[src/alsr_pkg.sv]
// package: register map, field positions and formats of the ambient light result readout
package alsr_pkg;
    // register addresses on the device register port
    localparam logic [7:0] ADDR_RESULT_FLAGS = 8'h94;
    localparam logic [7:0] ADDR_CH0_LOW      = 8'h95;
    localparam logic [7:0] ADDR_CH0_HIGH     = 8'h96;
    localparam logic [7:0] ADDR_CH1_LOW      = 8'h97;
    localparam logic [7:0] ADDR_CH1_HIGH     = 8'h98;
    localparam logic [7:0] ADDR_CH2_LOW      = 8'h99;
    localparam logic [7:0] ADDR_CH2_HIGH     = 8'h9A;
    localparam logic [7:0] ADDR_GAIN01       = 8'h9B;
    localparam logic [7:0] ADDR_GAIN2        = 8'h9C;
    localparam logic [7:0] ADDR_SAT_VALID    = 8'h9D;

    // result_flags field positions
    localparam int STEP_MSB      = 7;
    localparam int STEP_LSB      = 6;
    localparam int ASAT_CH0_BIT  = 5;
    localparam int ASAT_CH1_BIT  = 4;
    localparam int ASAT_CH2_BIT  = 3;
    localparam int UNSC_CH0_BIT  = 2;
    localparam int UNSC_CH1_BIT  = 1;
    localparam int UNSC_CH2_BIT  = 0;

    // saturation_valid_flags field positions
    localparam int FRESH_BIT     = 6;
    localparam int AOVF_BIT      = 4;
    localparam int FOVF_BIT      = 3;
    localparam int MOD2_BIT      = 2;
    localparam int MOD1_BIT      = 1;
    localparam int MOD0_BIT      = 0;

    // gain report field positions
    localparam int GAIN_HI_LSB   = 4;
    localparam int GAIN_LO_LSB   = 0;

    // formats and special values
    localparam int BUF_W         = 26;
    localparam int RES_W         = 16;
    localparam int GAIN_W        = 4;
    localparam int SHIFT_W       = 4;
    localparam int TOP_W         = 5;
    localparam logic [15:0] RES_OVER_RANGE = 16'hFFFE;
    localparam logic [15:0] RES_ANALOG_SAT = 16'hFFFF;
    localparam logic [7:0]  REG_RESET      = 8'h00;
endpackage

[src/alsr_chan_if.sv]
// interface: one channel's raw measurement passed to the result formatter
`timescale 1ns/1ps
`default_nettype none
interface alsr_chan_if;
    logic [25:0] raw;         // 26-bit result buffer
    logic        analog_sat;  // modulator analog saturation during this result
    logic [15:0] result;      // presented 16-bit value
    logic        unscaled;    // set when result carries no shift

    modport fmt (
        input  raw,
        input  analog_sat,
        output result,
        output unscaled
    );
    modport user (
        output raw,
        output analog_sat,
        input  result,
        input  unscaled
    );
endinterface
`default_nettype wire

[src/alsr_readout.sv]
// module: ambient light result and status register readout
`timescale 1ns/1ps
`default_nettype none
// Notes on behaviour
// status bits 7:6 give sequencer step
// bits 5:3 flag channel analog saturation
// bits 2:0 set means result is unscaled
// data refresh only on status register read
// 16-bit results, low byte at lower address
// all three results from one cycle
// low/high pair always from one result
// result selected from 26-bit buffer by settings
// over top bit range presents 0xFFFE
// analog saturation presents 0xFFFF
// gain report: channel 1 high, channel 0 low
// channel 2 gain low nibble, upper zero
// fresh flag after cycle since enable/read
// ambient counter overflow flag in bit 4
// flicker counter overflow flag in bit 3
// modulator analog overload flags bits 2:0
// overload raises modulator irq flag
// snapshot taken at status read, held
// registers reset to zero, writes ignored
module alsr_readout #(
    parameter int BUF_W  = 26,
    parameter int GAIN_W = 4
) (
    input  wire logic              core_clk,
    input  wire logic              rst_n,
    // register port from the serial interface logic
    input  wire logic              reg_rd_stb,
    input  wire logic              reg_wr_stb,
    input  wire logic [7:0]        reg_addr,
    output logic [7:0]             reg_rd_data,
    // measurement side
    input  wire logic              ambient_measure_enable,
    input  wire logic              cycle_done,
    input  wire logic [1:0]        cycle_step,
    input  wire logic [BUF_W-1:0]  ch0_raw,
    input  wire logic [BUF_W-1:0]  ch1_raw,
    input  wire logic [BUF_W-1:0]  ch2_raw,
    input  wire logic [GAIN_W-1:0] ch0_gain,
    input  wire logic [GAIN_W-1:0] ch1_gain,
    input  wire logic [GAIN_W-1:0] ch2_gain,
    input  wire logic [2:0]        mod_overload_evt,
    input  wire logic              ambient_ovf_evt,
    input  wire logic              flicker_ovf_evt,
    input  wire logic [3:0]        result_shift_setting,
    input  wire logic [4:0]        result_top_bit_select,
    output logic                   modulator_overload_irq
);
    // ---------------------------------------------------------------
    // latest completed cycle
    // ---------------------------------------------------------------
    // the formatter works on the values of the most recent completed
    // cycle, so all three channels always share one integration cycle
    logic [BUF_W-1:0]  raw_r [3];
    logic [2:0]        cyc_asat_r;
    logic [1:0]        cyc_step_r;
    logic [GAIN_W-1:0] cyc_gain_r [3];
    logic [2:0]        mod_sat_accum_r;
    logic              cyc_seen_r;

    // capture every channel together at the end of a cycle
    always_ff @(posedge core_clk or negedge rst_n) begin
        if (!rst_n) begin
            for (int i = 0; i < 3; i++) begin
                raw_r[i]      <= '0;
                cyc_gain_r[i] <= '0;
            end
            cyc_asat_r <= 3'h0;
            cyc_step_r <= 2'h0;
            cyc_seen_r <= 1'b0;
        end else if (cycle_done) begin
            cyc_seen_r    <= 1'b1;
            raw_r[0]      <= ch0_raw;
            raw_r[1]      <= ch1_raw;
            raw_r[2]      <= ch2_raw;
            cyc_gain_r[0] <= ch0_gain;
            cyc_gain_r[1] <= ch1_gain;
            cyc_gain_r[2] <= ch2_gain;
            cyc_asat_r    <= mod_sat_accum_r | mod_overload_evt;
            cyc_step_r    <= cycle_step;
        end
    end

    // overload seen at any time during the running cycle
    always_ff @(posedge core_clk or negedge rst_n) begin
        if (!rst_n) begin
            mod_sat_accum_r <= 3'h0;
        end else if (cycle_done) begin
            mod_sat_accum_r <= 3'h0;
        end else begin
            mod_sat_accum_r <= mod_sat_accum_r | mod_overload_evt;
        end
    end

    // ---------------------------------------------------------------
    // formatting
    // ---------------------------------------------------------------
    alsr_chan_if ch_if [3] ();
    logic [15:0] fmt_res [3];
    logic [2:0]  fmt_unsc;

    for (genvar g = 0; g < 3; g++) begin : g_fmt
        assign ch_if[g].raw        = raw_r[g][25:0];
        assign ch_if[g].analog_sat = cyc_asat_r[g];
        assign fmt_res[g]          = ch_if[g].result;
        assign fmt_unsc[g]         = ch_if[g].unscaled;
        alsr_result_fmt u_fmt (
            .result_shift_setting  (result_shift_setting),
            .result_top_bit_select (result_top_bit_select),
            .ch                    (ch_if[g])
        );
    end

    // ---------------------------------------------------------------
    // register decode
    // ---------------------------------------------------------------
    logic status_rd;
    assign status_rd = reg_rd_stb && (reg_addr == alsr_pkg::ADDR_RESULT_FLAGS);

    // an empty buffer after reset would format as unscaled; the flags
    // stay at their reset value of zero until a cycle has completed
    logic [2:0] unsc_shown;
    assign unsc_shown = fmt_unsc & {3{cyc_seen_r}};

    // ---------------------------------------------------------------
    // snapshot registers
    // ---------------------------------------------------------------
    logic [15:0]       snap_res_r [3];
    logic [2:0]        snap_asat_r;
    logic [2:0]        snap_unsc_r;
    logic [1:0]        snap_step_r;
    logic [GAIN_W-1:0] snap_gain_r [3];

    // refreshed only by the status read; held until the next one, so
    // a low/high byte pair read later can never straddle two results
    always_ff @(posedge core_clk or negedge rst_n) begin
        if (!rst_n) begin
            for (int i = 0; i < 3; i++) begin
                snap_res_r[i]  <= 16'h0000;
                snap_gain_r[i] <= '0;
            end
            snap_asat_r <= 3'h0;
            snap_unsc_r <= 3'h0;
            snap_step_r <= 2'h0;
        end else if (status_rd) begin
            for (int i = 0; i < 3; i++) begin
                snap_res_r[i]  <= fmt_res[i];
                snap_gain_r[i] <= cyc_gain_r[i];
            end
            snap_asat_r <= cyc_asat_r;
            snap_unsc_r <= unsc_shown;
            snap_step_r <= cyc_step_r;
        end
    end

    // ---------------------------------------------------------------
    // sticky status flags
    // ---------------------------------------------------------------
    logic       fresh_r;
    logic       enable_d_r;
    logic       aovf_r;
    logic       fovf_r;
    logic [2:0] mod_ovl_r;

    always_ff @(posedge core_clk or negedge rst_n) begin
        if (!rst_n) begin
            enable_d_r <= 1'b0;
        end else begin
            enable_d_r <= ambient_measure_enable;
        end
    end

    // a cycle end with ambient_measure_enable high in the same clock as the status read wins
    always_ff @(posedge core_clk or negedge rst_n) begin
        if (!rst_n) begin
            fresh_r <= 1'b0;
        end else if (cycle_done && ambient_measure_enable) begin
            fresh_r <= 1'b1;
        end else if (status_rd || (ambient_measure_enable && !enable_d_r)) begin
            fresh_r <= 1'b0;
        end
    end

    // overflow and overload flags collect the measurement events and stay set;
    // they reload from the current events only when ambient_measure_enable rises
    always_ff @(posedge core_clk or negedge rst_n) begin
        if (!rst_n) begin
            aovf_r    <= 1'b0;
            fovf_r    <= 1'b0;
            mod_ovl_r <= 3'h0;
        end else if (ambient_measure_enable && !enable_d_r) begin
            aovf_r    <= ambient_ovf_evt;
            fovf_r    <= flicker_ovf_evt;
            mod_ovl_r <= mod_overload_evt;
        end else begin
            aovf_r    <= aovf_r | ambient_ovf_evt;
            fovf_r    <= fovf_r | flicker_ovf_evt;
            mod_ovl_r <= mod_ovl_r | mod_overload_evt;
        end
    end

    // interrupt flag is not held; it follows the events one clock later and is
    // high for each clock with a modulator overload or ambient overflow event
    always_ff @(posedge core_clk or negedge rst_n) begin
        if (!rst_n) begin
            modulator_overload_irq <= 1'b0;
        end else begin
            modulator_overload_irq <= (|mod_overload_evt) | ambient_ovf_evt;
        end
    end

    // ---------------------------------------------------------------
    // read data
    // ---------------------------------------------------------------
    logic [7:0] rd_nxt;

    // writes to this range are ignored; unmapped addresses read zero
    always_comb begin
        rd_nxt = alsr_pkg::REG_RESET;
        case (reg_addr)
            alsr_pkg::ADDR_RESULT_FLAGS: begin
                rd_nxt[alsr_pkg::STEP_MSB:alsr_pkg::STEP_LSB] = cyc_step_r;
                rd_nxt[alsr_pkg::ASAT_CH0_BIT] = cyc_asat_r[0];
                rd_nxt[alsr_pkg::ASAT_CH1_BIT] = cyc_asat_r[1];
                rd_nxt[alsr_pkg::ASAT_CH2_BIT] = cyc_asat_r[2];
                rd_nxt[alsr_pkg::UNSC_CH0_BIT] = unsc_shown[0];
                rd_nxt[alsr_pkg::UNSC_CH1_BIT] = unsc_shown[1];
                rd_nxt[alsr_pkg::UNSC_CH2_BIT] = unsc_shown[2];
            end
            alsr_pkg::ADDR_CH0_LOW:  rd_nxt = snap_res_r[0][7:0];
            alsr_pkg::ADDR_CH0_HIGH: rd_nxt = snap_res_r[0][15:8];
            alsr_pkg::ADDR_CH1_LOW:  rd_nxt = snap_res_r[1][7:0];
            alsr_pkg::ADDR_CH1_HIGH: rd_nxt = snap_res_r[1][15:8];
            alsr_pkg::ADDR_CH2_LOW:  rd_nxt = snap_res_r[2][7:0];
            alsr_pkg::ADDR_CH2_HIGH: rd_nxt = snap_res_r[2][15:8];
            alsr_pkg::ADDR_GAIN01: begin
                rd_nxt[alsr_pkg::GAIN_HI_LSB +: 4] = snap_gain_r[1][3:0];
                rd_nxt[alsr_pkg::GAIN_LO_LSB +: 4] = snap_gain_r[0][3:0];
            end
            alsr_pkg::ADDR_GAIN2: begin
                rd_nxt[alsr_pkg::GAIN_LO_LSB +: 4] = snap_gain_r[2][3:0];
            end
            alsr_pkg::ADDR_SAT_VALID: begin
                rd_nxt[alsr_pkg::FRESH_BIT] = fresh_r;
                rd_nxt[alsr_pkg::AOVF_BIT]  = aovf_r;
                rd_nxt[alsr_pkg::FOVF_BIT]  = fovf_r;
                rd_nxt[alsr_pkg::MOD2_BIT]  = mod_ovl_r[2];
                rd_nxt[alsr_pkg::MOD1_BIT]  = mod_ovl_r[1];
                rd_nxt[alsr_pkg::MOD0_BIT]  = mod_ovl_r[0];
            end
            default: rd_nxt = alsr_pkg::REG_RESET;
        endcase
    end

    // read data registered on the strobe and held until the next read
    always_ff @(posedge core_clk or negedge rst_n) begin
        if (!rst_n) begin
            reg_rd_data <= alsr_pkg::REG_RESET;
        end else if (reg_rd_stb) begin
            reg_rd_data <= rd_nxt;
        end
    end
endmodule
`default_nettype wire

[src/alsr_result_fmt.sv]
// module: selects a 16-bit channel result from the 26-bit result buffer
`timescale 1ns/1ps
`default_nettype none
module alsr_result_fmt (
    input  wire logic [3:0] result_shift_setting,
    input  wire logic [4:0] result_top_bit_select,
    alsr_chan_if.fmt        ch
);
    // ---------------------------------------------------------------
    // selection
    // ---------------------------------------------------------------
    logic [25:0] shifted;
    logic        over_top;
    logic        need_shift;

    // shift only when the raw value does not fit 16 bits unshifted;
    // small results keep full resolution and report unscaled
    always_comb begin
        need_shift = (ch.raw[25:16] != 10'h000);
        shifted    = need_shift ? (ch.raw >> result_shift_setting) : ch.raw;
        over_top   = ((shifted >> result_top_bit_select) > 26'h0000001)
                     || (shifted[25:16] != 10'h000);
    end

    // analog saturation outranks the range check
    always_comb begin
        if (ch.analog_sat) begin
            ch.result = alsr_pkg::RES_ANALOG_SAT;
        end else if (over_top) begin
            ch.result = alsr_pkg::RES_OVER_RANGE;
        end else begin
            ch.result = shifted[15:0];
        end
        ch.unscaled = !need_shift || (result_shift_setting == 4'h0);
    end
endmodule
`default_nettype wire
[config.mk]
export PLATFORM = sky130hd
export DESIGN_NAME = alsr_readout
export DESIGN_NICKNAME = d
export VERILOG_FILES = /design/src/alsr_pkg.sv /design/src/alsr_chan_if.sv /design/src/alsr_readout.sv /design/src/alsr_result_fmt.sv
export SDC_FILE = /design/constraint.sdc
export NUM_CORES = 1
export LEC_CHECK = 0
export BUFFER_PORTS_ARGS = -buffer_cell sky130_fd_sc_hd__buf_2
export CORE_ASPECT_RATIO = 0.8
export CORE_MARGIN = 2
export CORE_UTILIZATION = 30
export DETAILED_ROUTE_END_ITERATION = 12
export GPL_TIMING_DRIVEN = 1
export HOLD_SLACK_MARGIN = 0.1
export PLACE_DENSITY_LB_ADDON = 0.25
export SLEW_MARGIN = 40
export SYNTH_ARGS = -nofsm -noshare
export SYNTH_HDL_FRONTEND = slang
export SYNTH_HIERARCHICAL = 1
export SYNTH_SLANG_ARGS = --single-unit
[constraint.sdc]
create_clock -name core_clk -period 8.17 [get_ports core_clk]
set_input_delay 1.2255 -clock core_clk [delete_from_list [all_inputs] [get_ports core_clk]]
set_output_delay 1.2255 -clock core_clk [all_outputs]
set_load 0.005 [all_outputs]
# Word-level counts from Yosys, hierarchy flattened
# Index checks and enable logic that the tools add are counted.
# Widths: inputs -> output; s select.
word_totals:
  regBits: 175
  inputBits: 120
  out_inout_bits: 9
classes:
  order_cmp: 3
  n_eq_ne: 10
  n_shift: 6
  n_mux: 20
  bitwise: 6
  reduce_logical: 23
op_table:
  columns: ["cell", "count"]
  rows:
  - ["$mux 16", 6]
  - ["$eq 8x8->1 const B", 10]
  - ["$gt 26x1->1 const B", 3]
  - ["$mux 26", 3]
  - ["$shr 26x4->26", 3]
  - ["$shr 26x5->26", 3]
  - ["$reduce_bool 10->1", 6]
  - ["$pmux 4 s10", 1]
  - ["$pmux 1 s9", 2]
  - ["$pmux 1 s8", 2]
  - ["$logic_or 1x1->1", 7]
  - ["$mux 3", 2]
  - ["$or 3x3->3", 2]
  - ["$logic_not 1->1", 4]
  - ["$logic_not 4->1", 1]
  - ["$mux 1", 4]
  - ["$and 3x3->3", 1]
  - ["$logic_and 1x1->1", 3]
  - ["$or 1x1->1", 3]
  - ["$reduce_or 3->1", 1]
  - ["$reduce_bool 2->1", 1]

# Longest topological paths before layout
# Gate-level depths: netlist of run 1.
logic_depth:
  depth_word: 7
  ltp_mapped: 15
  ltp_nobuf: 10

# Cells and area by module
# The synthesis of run 1 kept the hierarchy.
by_module_without_submodules:
  columns: ["module", "n_inst", "cells_per_inst", "area_per_inst_um2", "seq_area_each_um2"]
  rows:
  - ["alsr_result_fmt", 3, 384, 3211.8, 0.0]
  - ["alsr_readout", 1, 491, 7464.7, 4379.2]

# Least setup slack after synthesis of run 1
# No wires, ideal clock.
synth_timing:
  path_kind: "input to register"
  startpoint: "input result_shift_setting[2]"
  endpoint: "register snap_res_r[45] (netlist name)"
  setup_ps: 125
  arrival_ps: 4243
  slack_ps: 3802
  stages: 14
  n_path_buf: 4
  cell_sequence: "buf_2 > buf_2 > buf_4 > mux4_1 > mux2i_1 > nor2_1 > o41ai_1 > o21ai_0 > or3b_2 > a31oi_1 > nor4b_4 > buf_6 > nand3_1 > mux2_4"
synth_via:
  elab_chain_len: 7
synth_rtl:
  columns: ["element", "line_no", "rtl"]
  rows:
  - ["start, declared", "alsr_readout.sv:48", "input wire logic [3:0] result_shift_setting,"]
  - ["$shr 26x4->26 *", "alsr_result_fmt.sv:20", "shifted = need_shift ? (ch.raw >> result_shift_setting) : ch.raw;"]
  - ["$mux 26 *", "alsr_result_fmt.sv:20", null]
  - ["$shr 26x5->26", "alsr_result_fmt.sv:21", "over_top = ((shifted >> result_top_bit_select) > 26'h0000001)"]
  - ["$gt 26x1->1", "alsr_result_fmt.sv:21", null]
  - ["$logic_or 1x1->1", "alsr_result_fmt.sv:22", "|| (shifted[25:16] != 10'h000);"]
  - ["$mux 16 *", "alsr_result_fmt.sv:29", "end else if (over_top) begin"]
  - ["$mux 16 *", "alsr_result_fmt.sv:27", "if (ch.analog_sat) begin"]
  - ["net ch_if[0].result[13]", "alsr_chan_if.sv:7", "logic [15:0] result;"]
  - ["end signal, assigned by index", "alsr_readout.sv:150", "snap_res_r[i] <= fmt_res[i];"]
  - ["end, declared", "alsr_readout.sv:131", "logic [15:0] snap_res_r [3];"]
# The timed path passes the listed nets; every way through them passes the cells marked *.
# A chain may end at the register's enable or synchronous reset.

# Worst setup path after layout of run 1
layout_timing:
  startpoint: "input result_shift_setting[1]"
  endpoint: "register snap_res_r[34] (netlist name)"
# Same word-level chain as after synthesis.

==> results of run 1 <==
-- synthesized netlist by cell type (26+ instances only) --
cell and count:
sky130_fd_sc_hd__a211oi_1 27, sky130_fd_sc_hd__o211ai_1 30, sky130_fd_sc_hd__nand2_1 103, sky130_fd_sc_hd__nor2_1 80, sky130_fd_sc_hd__o31ai_1 26, sky130_fd_sc_hd__mux2_2 121
sky130_fd_sc_hd__a21oi_1 53, sky130_fd_sc_hd__a31oi_1 26, sky130_fd_sc_hd__mux2_4 59, sky130_fd_sc_hd__o21ai_0 50, sky130_fd_sc_hd__inv_1 27, sky130_fd_sc_hd__mux4_2 70
sky130_fd_sc_hd__mux2i_1 68, sky130_fd_sc_hd__dfrtp_1 175, sky130_fd_sc_hd__clkbuf_8 36, sky130_fd_sc_hd__buf_6 33, sky130_fd_sc_hd__nand3_1 83
-- routing by layer --
layer | track usage, % | up-vias | wire, um
met4 | 5.16 | 0 | 870
met2 | 27.7 | 602 | 24300
li1 | - | 6667 | -
met5 | 0 | - | 0
met3 | 3.84 | 64 | 4060
met1 | 28.9 | 7482 | 27400
-- how the worst min path moves through the flow --
stage	endpoint	from	slack, ns
after detailed placement	aovf_r	aovf_r	0.47
after global placement	aovf_r	aovf_r	0.46
after floorplan	mod_ovl_r[1]	mod_ovl_r[1]	0.44
after CTS	mod_sat_accum_r[2]	mod_sat_accum_r[2]	0.48
final	mod_sat_accum_r[2]	mod_sat_accum_r[2]	0.48
after global routing	mod_sat_accum_r[1]	mod_sat_accum_r[1]	0.49
-- flip-flops by register name (all words and copies together) (netlist names), 2 cells and up --
| signal | flops |
|---|---|
| cyc_gain_r | 12 |
| snap_gain_r | 12 |
| cyc_asat_r | 3 |
| snap_res_r | 48 |
| reg_rd_data | 8 |
| cyc_step_r | 2 |
| ch_if.raw | 78 |
| mod_sat_accum_r | 3 |
| mod_ovl_r | 3 |
-- final cells by class --
type	instances	area, um2	share of cell area (%)
Antenna cell	1	2.50	0.0137
Multi-Input combinational cell	1300	11400	62.4
Sequential cell	175	4380	23.9
Tap cell	760	951	5.19
Clock buffer	19	453	2.47
Clock inverter	13	146	0.800
Inverter	30	113	0.615
Timing Repair Buffer	146	832	4.54
-- cell families (layout without fill, tap and decap cells) --
family / Yosys count / count (layout) / synth area share [%]
simple gates: 489 / 489 / 16.1
flops: 175 / 175 / 25.6
mux: 339 / 339 / 29.3
buf+inv: 168 / 208 / 7.62
other cells: 0 / 1 / 0
compound gates: 472 / 472 / 21.4
-- worst register-to-register path: stages (launching register included) --
cell                       delay, ns
sky130_fd_sc_hd__dfrtp_1        0.51
sky130_fd_sc_hd__nor4_1         0.53
sky130_fd_sc_hd__nand3_2        0.53
sky130_fd_sc_hd__a31oi_1        0.79
sky130_fd_sc_hd__o21ai_0        0.30
sky130_fd_sc_hd__or3b_2         0.51
sky130_fd_sc_hd__a31oi_1        0.26
sky130_fd_sc_hd__nor4b_4        0.63
sky130_fd_sc_hd__o211ai_1       0.34
sky130_fd_sc_hd__mux2_4         0.34
-- cells in the final DEF (no fill, tap or decap), types with 15 or more instances in the layout --
master                      instances
sky130_fd_sc_hd__dfrtp_1          175
sky130_fd_sc_hd__buf_2            122
sky130_fd_sc_hd__mux2_2           121
sky130_fd_sc_hd__nand2_1          103
sky130_fd_sc_hd__nor2_1            80
sky130_fd_sc_hd__nand3_1           80
sky130_fd_sc_hd__mux4_2            70
sky130_fd_sc_hd__mux2i_1           68
sky130_fd_sc_hd__mux2_4            59
sky130_fd_sc_hd__a21oi_1           53
sky130_fd_sc_hd__o21ai_0           50
sky130_fd_sc_hd__o211ai_1          30
sky130_fd_sc_hd__inv_1             27
sky130_fd_sc_hd__a211oi_1          27
sky130_fd_sc_hd__a31oi_1           26
sky130_fd_sc_hd__o31ai_1           26
sky130_fd_sc_hd__nor4_1            25
sky130_fd_sc_hd__nand2b_1          23
sky130_fd_sc_hd__nor3_1            23
sky130_fd_sc_hd__nor2b_1           22
sky130_fd_sc_hd__o22ai_1           20
sky130_fd_sc_hd__or2_2             19
sky130_fd_sc_hd__buf_4             19
sky130_fd_sc_hd__clkbuf_16         18
sky130_fd_sc_hd__a22oi_1           16
sky130_fd_sc_hd__nand4_1           15
sky130_fd_sc_hd__mux4_1            15
-- per-stage QoR --
step / hold slack, ns / power [mW] / util [%] / instance area [um2] / setup WS [ns]
2_1_floorplan: 0.442 / 1.73 / - / 17100 / 3.80
3_3_place_gp: 0.459 / 1.99 / 31.3 / 17700 / 2.17
3_5_place_dp: 0.466 / 2.00 / 31.3 / 17700 / 2.11
4_1_cts: 0.485 / 2.87 / 32.4 / 18300 / 2.66
5_1_grt: 0.493 / 2.99 / 32.4 / 18300 / 2.35
6_report: 0.482 / 2.85 / 32.4 / 18300 / 2.71
-- power breakdown --
group / switching [mW] / internal [mW]
Sequential: 0.125 / 0.939
Clock: 0.423 / 0.422
Combinational: 0.518 / 0.418
Total: 1.07 / 1.78
==> impl_table.tex, run 1 <==
\begin{tabular}{lr}
\hline
Metric & Value \\
\hline
\multicolumn{2}{l}{\textbf{Critical path}} \\
\quad Critical path class & in2reg \\
\quad Type of element launching the critical path & primary input \\
\quad Depth of the most critical reg-to-reg path & 9 \\
\quad Capturing instance or port of the critical path & snap\_res\_r[34] \\
\quad Kind of end point of the critical path & register \\
\quad Critical Path RT & 8.55 ns \\
\quad Buf/Inv on CP & 2 \\
\quad Slowest Stage Delay on Critical Path & 0.63 ns \\
\quad Crit path cell chain & buf\_6, buf\_12, mux2i\_1, o221ai\_1, a31oi\_1, o21ai\_0, or3b\_2, a31oi\_1, nor4b\_4, o211ai\_1, mux2\_4 \\
\quad Critical path depth & 11 \\
\quad Cell with the most instances on the worst path & sky130\_fd\_sc\_hd\_\_a31oi\_1 \\
\quad Worst R2R Start & ch\_if[0].raw[20] \\
\quad Launch point of the critical path & result\_shift\_setting[1] \\
\quad CP delay by family, top & compound AO/OA/AOI/OAI gates \\
\quad Critical Path AT & 5.84 ns \\
\quad Critical register-to-register path endpoint & snap\_res\_r[34] \\
\quad Critical path peak fanout & 52 \\
\quad Setup slack on the worst flop-to-flop path & 3.30 ns \\
\quad Cell with the biggest individual delay on the critical path & sky130\_fd\_sc\_hd\_\_nor4b\_4 \\
\multicolumn{2}{l}{\textbf{Clocking}} \\
\quad Clock root buffer & sky130\_fd\_sc\_hd\_\_clkbuf\_16 \\
\quad Clock input transition at the sequential cells of the worst setup and hold paths & 0.08 ns \\
\quad Level count of the clock H-tree & 4 \\
\quad Post-CTS resize count & 0 \\
\quad CTS Sinks & 175 \\
\quad Maximum clock insertion buffer count & 2 \\
\quad Hold\_buf cts & 0 \\
\quad Number of buffers inserted by post-CTS setup repair & 0 \\
\quad Clk\_lat worst skew & 0.50 ns \\
\quad CTS buffer count & 17 \\
\quad TritonCTS clock tree & yes \\
\multicolumn{2}{l}{\textbf{Timing}} \\
\quad Final count of negative-setup-slack endpoints & 0 \\
\quad Max transition margin & 41.4\% \\
\quad Summed negative setup slack over all endpoints & 0 ns \\
\quad Unrepaired setup endpoints after global routing & false \\
\quad Hold violation total from the final report & 0 \\
\quad Clock period minus worst slack & 5.46 ns \\
\quad Highest clock rate & 0.183 GHz \\
\quad Slew Viols, Final & 0 \\
\quad Part of the cycle the worst path needs & 66.8\% \\
\quad Slew @ Worst Pin & 0.879 ns \\
\quad Fin Clk Skew & 0.0133 ns \\
\multicolumn{2}{l}{\textbf{Detailed routing}} \\
\quad Post-DR vias/cell & 6.06 \\
\quad DRC violations left & 0 \\
\quad Count of TritonRoute iterations in the first routing pass & 5 \\
\quad DR iter-0 viols & 1472 \\
\quad Count of vias placed by the detailed router & 14815 \\
\quad Wire per inst & 23.2 um \\
\quad Total routed wirelength & 56600 um \\
\quad ANT nets after route & 0 \\
\multicolumn{2}{l}{\textbf{Floorplan}} \\
\quad Area of the core & 56500 um2 \\
\quad Vertical extent of the die & 218 um \\
\quad Floorplan die width & 271 um \\
\quad Full die area & 58900 um2 \\
\quad Initial standard-cell utilization of the core & 30.3\% \\
\quad Boundary pin count & 129 \\
\quad Floorplan row count & 78 \\
\multicolumn{2}{l}{\textbf{Hold path}} \\
\quad Worst Hold Depth & 2 \\
\quad Min-Delay Path Class & reg2reg \\
\multicolumn{2}{l}{\textbf{Placed design}} \\
\quad Number of placed cells counting well taps & 2410 \\
\quad Input/output buffers & 127 \\
\quad Weighted congestion at the end of routability-driven global placement & 0.916 \\
\quad Final HPWL DP & 41400 um \\
\multicolumn{2}{l}{\textbf{Cells and area}} \\
\quad Non-filler instance count after layout & 2444 \\
\quad Number of filler cells placed in the layout & 5823 \\
\quad Share of final-layout standard cells stronger than drive strength 1 & 32.6\% \\
\quad Synthesis-to-layout area growth & 7.08\% \\
\quad Final nets & 1790 \\
\multicolumn{2}{l}{\textbf{Pwr}} \\
\quad Power per cell area & 155 nW/um2 \\
\quad Max IR drop VDD & 0.149 mV \\
\quad Leakage component of the power & 7.14 nW \\
\multicolumn{2}{l}{\textbf{Logic synthesis}} \\
\quad Dominant register cell in the synthesized netlist & sky130\_fd\_sc\_hd\_\_dfrtp\_1 \\
\quad Gate Count Post-Synth & 1643 \\
\quad Post-synth EDFFs & 0 \\
\quad Synth cell types & 100 \\
\quad Average cell area after synthesis & 10.4 um2 \\
\quad Synthesis warning total & 6 \\
\quad Fraction of synthesized cell area taken by the top area cell type & 25.6\% \\
\quad Proportion of synthesized chip area in sequential cells & 25.6\% \\
\quad Most area-consuming cells after synthesis & sky130\_fd\_sc\_hd\_\_dfrtp\_1 26\%, sky130\_fd\_sc\_hd\_\_mux4\_2 9.2\%, sky130\_fd\_sc\_hd\_\_mux2\_2 8.0\% \\
\quad Cell area after technology mapping & 17100 um2 \\
\quad Number of synthesized register bits & 175 \\
\quad Nets in the synthesized netlist & 1763 \\
\quad Largest area contributor in the netlist & sky130\_fd\_sc\_hd\_\_dfrtp\_1 \\
\quad FFs w/ async S/R, synth & 100\% \\
\multicolumn{2}{l}{\textbf{Global routing}} \\
\quad Global-route wire length before repair & 88800 um \\
\quad Vias in the first global route & 14195 \\
\quad Overall track demand over capacity in global routing & 19.2\% \\
\quad Number of antenna violations at the first check in global routing & 0 \\
\quad GR Overflow Total & 0 \\
\quad Largest net degree at the start of global routing & 106 \\
\multicolumn{2}{l}{\textbf{Outcome}} \\
\quad Result of the run & completed \\
\multicolumn{2}{l}{\textbf{Run}} \\
\quad Maxcap violations & 0 \\
\hline
\end{tabular}
Power figures use the tool's default switching activity.
==> run 2, diff against run 1 <==
==> constraint.sdc (replaced) <==
create_clock -name core_clk -period 5.6 [get_ports core_clk]
set_input_delay 0.84 -clock core_clk [delete_from_list [all_inputs] [get_ports core_clk]]
set_output_delay 0.84 -clock core_clk [all_outputs]
set_load 0.005 [all_outputs]
==> impl_table.tex, run 2 (synthesis results as in run 1) <==
\begin{tabular}{lr}
\hline
Metric & Value \\
\hline
\multicolumn{2}{l}{\textbf{Pwr}} \\
\quad Sw Share & 37.8\% \\
\quad Power Internal & 2.60 mW \\
\quad Part of the total power dissipated in the clock network & 29.3\% \\
\quad Post-route total power & 4.17 mW \\
\quad Sequential share of power & 37.3\% \\
\quad Power per cell area & 225 nW/um2 \\
\quad Combinational share of power & 33.4\% \\
\quad Max IR drop VDD & 0.217 mV \\
\quad Leakage component of the power & 7.30 nW \\
\quad Net load switching power & 1.58 mW \\
\multicolumn{2}{l}{\textbf{Cells and area}} \\
\quad Max reg flops & 78 \\
\quad Final nets & 1825 \\
\quad Synthesis-to-layout area growth & 8.53\% \\
\quad Most common library cell in the layout ignoring fill and taps & sky130\_fd\_sc\_hd\_\_dfrtp\_1 \\
\quad Commonest cells after routing, fill and taps aside & 175 x sky130\_fd\_sc\_hd\_\_dfrtp\_1, 121 x sky130\_fd\_sc\_hd\_\_mux2\_2, 121 x sky130\_fd\_sc\_hd\_\_buf\_2 \\
\quad Share of final-layout standard cells stronger than drive strength 1 & 33.9\% \\
\quad Count of inserted antenna diode cells & 0 \\
\quad Number of filler cells placed in the layout & 5761 \\
\quad Area of all placed cells without fillers & 18600 um2 \\
\multicolumn{2}{l}{\textbf{Clocking}} \\
\quad CTS Sinks & 175 \\
\quad Number of buffers inserted by post-CTS setup repair & 0 \\
\quad Hold\_buf cts & 0 \\
\quad TritonCTS clock tree & yes \\
\quad CTS buffer count & 17 \\
\quad Clock root buffer & sky130\_fd\_sc\_hd\_\_clkbuf\_16 \\
\quad Level count of the clock H-tree & 4 \\
\quad Post-CTS resize count & 0 \\
\quad Maximum clock insertion buffer count & 2 \\
\quad Clk\_lat worst skew & 0.50 ns \\
\quad Clock input transition at the sequential cells of the worst setup and hold paths & 0.08 ns \\
\multicolumn{2}{l}{\textbf{Floorplan}} \\
\quad Floorplan die width & 271 um \\
\quad Boundary pin count & 129 \\
\quad Area of the core & 56500 um2 \\
\quad Vertical extent of the die & 218 um \\
\quad Floorplan row count & 78 \\
\quad Initial standard-cell utilization of the core & 30.3\% \\
\quad Full die area & 58900 um2 \\
\multicolumn{2}{l}{\textbf{Run}} \\
\quad Maxcap violations & 0 \\
\multicolumn{2}{l}{\textbf{Detailed routing}} \\
\quad Wire per inst & 23.1 um \\
\quad Total routed wirelength & 57300 um \\
\quad ANT nets after route & 0 \\
\quad DR iter-0 viols & 1881 \\
\quad Count of vias placed by the detailed router & 14944 \\
\quad Count of TritonRoute iterations in the first routing pass & 5 \\
\quad DRC violations left & 0 \\
\quad Post-DR vias/cell & 6.03 \\
\multicolumn{2}{l}{\textbf{Timing}} \\
\quad Final count of negative-setup-slack endpoints & 0 \\
\quad Summed negative setup slack over all endpoints & 0 ns \\
\quad Unrepaired setup endpoints after global routing & false \\
\quad Slew @ Worst Pin & 0.858 ns \\
\quad Clock period minus worst slack & 4.74 ns \\
\quad Part of the cycle the worst path needs & 84.6\% \\
\quad Slew Viols, Final & 0 \\
\quad Highest clock rate & 0.211 GHz \\
\quad Hold Slack & 0.319 ns \\
\quad Hold violation total from the final report & 0 \\
\quad Max transition margin & 42.3\% \\
\quad Fin Clk Skew & 0.0159 ns \\
\multicolumn{2}{l}{\textbf{Global routing}} \\
\quad Global-route wire length before repair & 89600 um \\
\quad GR Overflow Total & 0 \\
\quad Largest net degree at the start of global routing & 92 \\
\quad Number of antenna violations at the first check in global routing & 0 \\
\quad Overall track demand over capacity in global routing & 19.5\% \\
\quad Vias in the first global route & 14160 \\
\multicolumn{2}{l}{\textbf{Critical path}} \\
\quad Capturing instance or port of the critical path & snap\_res\_r[33] \\
\quad Kind of end point of the critical path & register \\
\quad Setup slack on the worst flop-to-flop path & 1.05 ns \\
\quad Launch point of the critical path & result\_shift\_setting[1] \\
\quad Depth of the most critical reg-to-reg path & 10 \\
\quad Type of element launching the critical path & primary input \\
\quad Critical path class & in2reg \\
\quad Critical path peak fanout & 48 \\
\quad Critical Path AT & 5.12 ns \\
\quad Worst R2R Start & ch\_if[0].raw[22] \\
\quad Critical register-to-register path endpoint & snap\_res\_r[32] \\
\quad Critical Path RT & 5.98 ns \\
\multicolumn{2}{l}{\textbf{Placed design}} \\
\quad Weighted congestion at the end of routability-driven global placement & 0.906 \\
\quad Input/output buffers & 127 \\
\quad Cell area after placement & 17900 um2 \\
\quad Final HPWL DP & 43000 um \\
\multicolumn{2}{l}{\textbf{Outcome}} \\
\quad Result of the run & completed \\
\multicolumn{2}{l}{\textbf{Hold path}} \\
\quad Min-Delay Path Class & in2async \\
\hline
\end{tabular}
## run 2: cell types whose count changed in the layout (fill, tap and decap cells not counted), sizes merged
cell      change
buf          +35
clkbuf        -2
clkinv        +2
clkinvlp      -1
diode         -1
inv           +1
## run 2: critical path: stages
cell and delay, ns:
sky130_fd_sc_hd__buf_4 0.58, sky130_fd_sc_hd__mux4_1 0.67, sky130_fd_sc_hd__mux2i_1 0.29, sky130_fd_sc_hd__nor2_1 0.07, sky130_fd_sc_hd__o41ai_1 0.47, sky130_fd_sc_hd__o21ai_0 0.22
sky130_fd_sc_hd__or3b_2 0.49, sky130_fd_sc_hd__a31oi_1 0.25, sky130_fd_sc_hd__nor4b_4 0.68, sky130_fd_sc_hd__nand3_1 0.20, sky130_fd_sc_hd__mux2_4 0.30
## run 2: stage by stage
stage               worst slack [ns]  std cells  util [%]
CTS                            0.995       2475      32.8
floorplan                       1.62       1643         -
finish                         0.862       2478      32.8
detailed placement             0.451       2443      31.7
global route                   0.682       2478      32.8
global placement               0.461       2443      31.7
## run 2: layout make-up
class / instances / area (um2) / share of cell area, %
Clock inverter: 15 / 165 / 0.890
Tap cell: 760 / 951 / 5.12
Multi-Input combinational cell: 1300 / 11400 / 61.6
Clock buffer: 17 / 425 / 2.29
Timing Repair Buffer: 181 / 1090 / 5.90
Sequential cell: 175 / 4380 / 23.6
Inverter: 30 / 113 / 0.607
## run 2: per-layer routing
metal  up-vias  share of wire, %  global-route usage, %
li1       6746                 -                      -
met1      7529                49                   29.8
met2       624                43                   28.2
met3        45               6.9                   3.31
met4         0               1.3                   4.49
met5         -                 0                      0
## run 2: power by group through the flow
stage / clock network [mW] / registers, mW / logic [mW]
6_report: 1.22 / 1.56 / 1.39
3_3_place_gp: 0 / 1.58 / 1.36
3_5_place_dp: 0 / 1.58 / 1.37
2_1_floorplan: 0 / 1.48 / 1.04
5_1_grt: 1.31 / 1.58 / 1.50
4_1_cts: 1.27 / 1.56 / 1.37
## run 2: worst min-delay path by stage
stage	from	endpoint	slack, ns	cells after the start
after global routing	rst_n	ch_if[2].raw[8]	0.38	1
final	rst_n	ch_if[2].raw[9]	0.32	1
after detailed placement	mod_sat_accum_r[0]	mod_sat_accum_r[0]	0.47	2
after floorplan	mod_ovl_r[1]	mod_ovl_r[1]	0.44	1
after CTS	rst_n	ch_if[2].raw[9]	0.40	1
after global placement	aovf_r	aovf_r	0.46	1
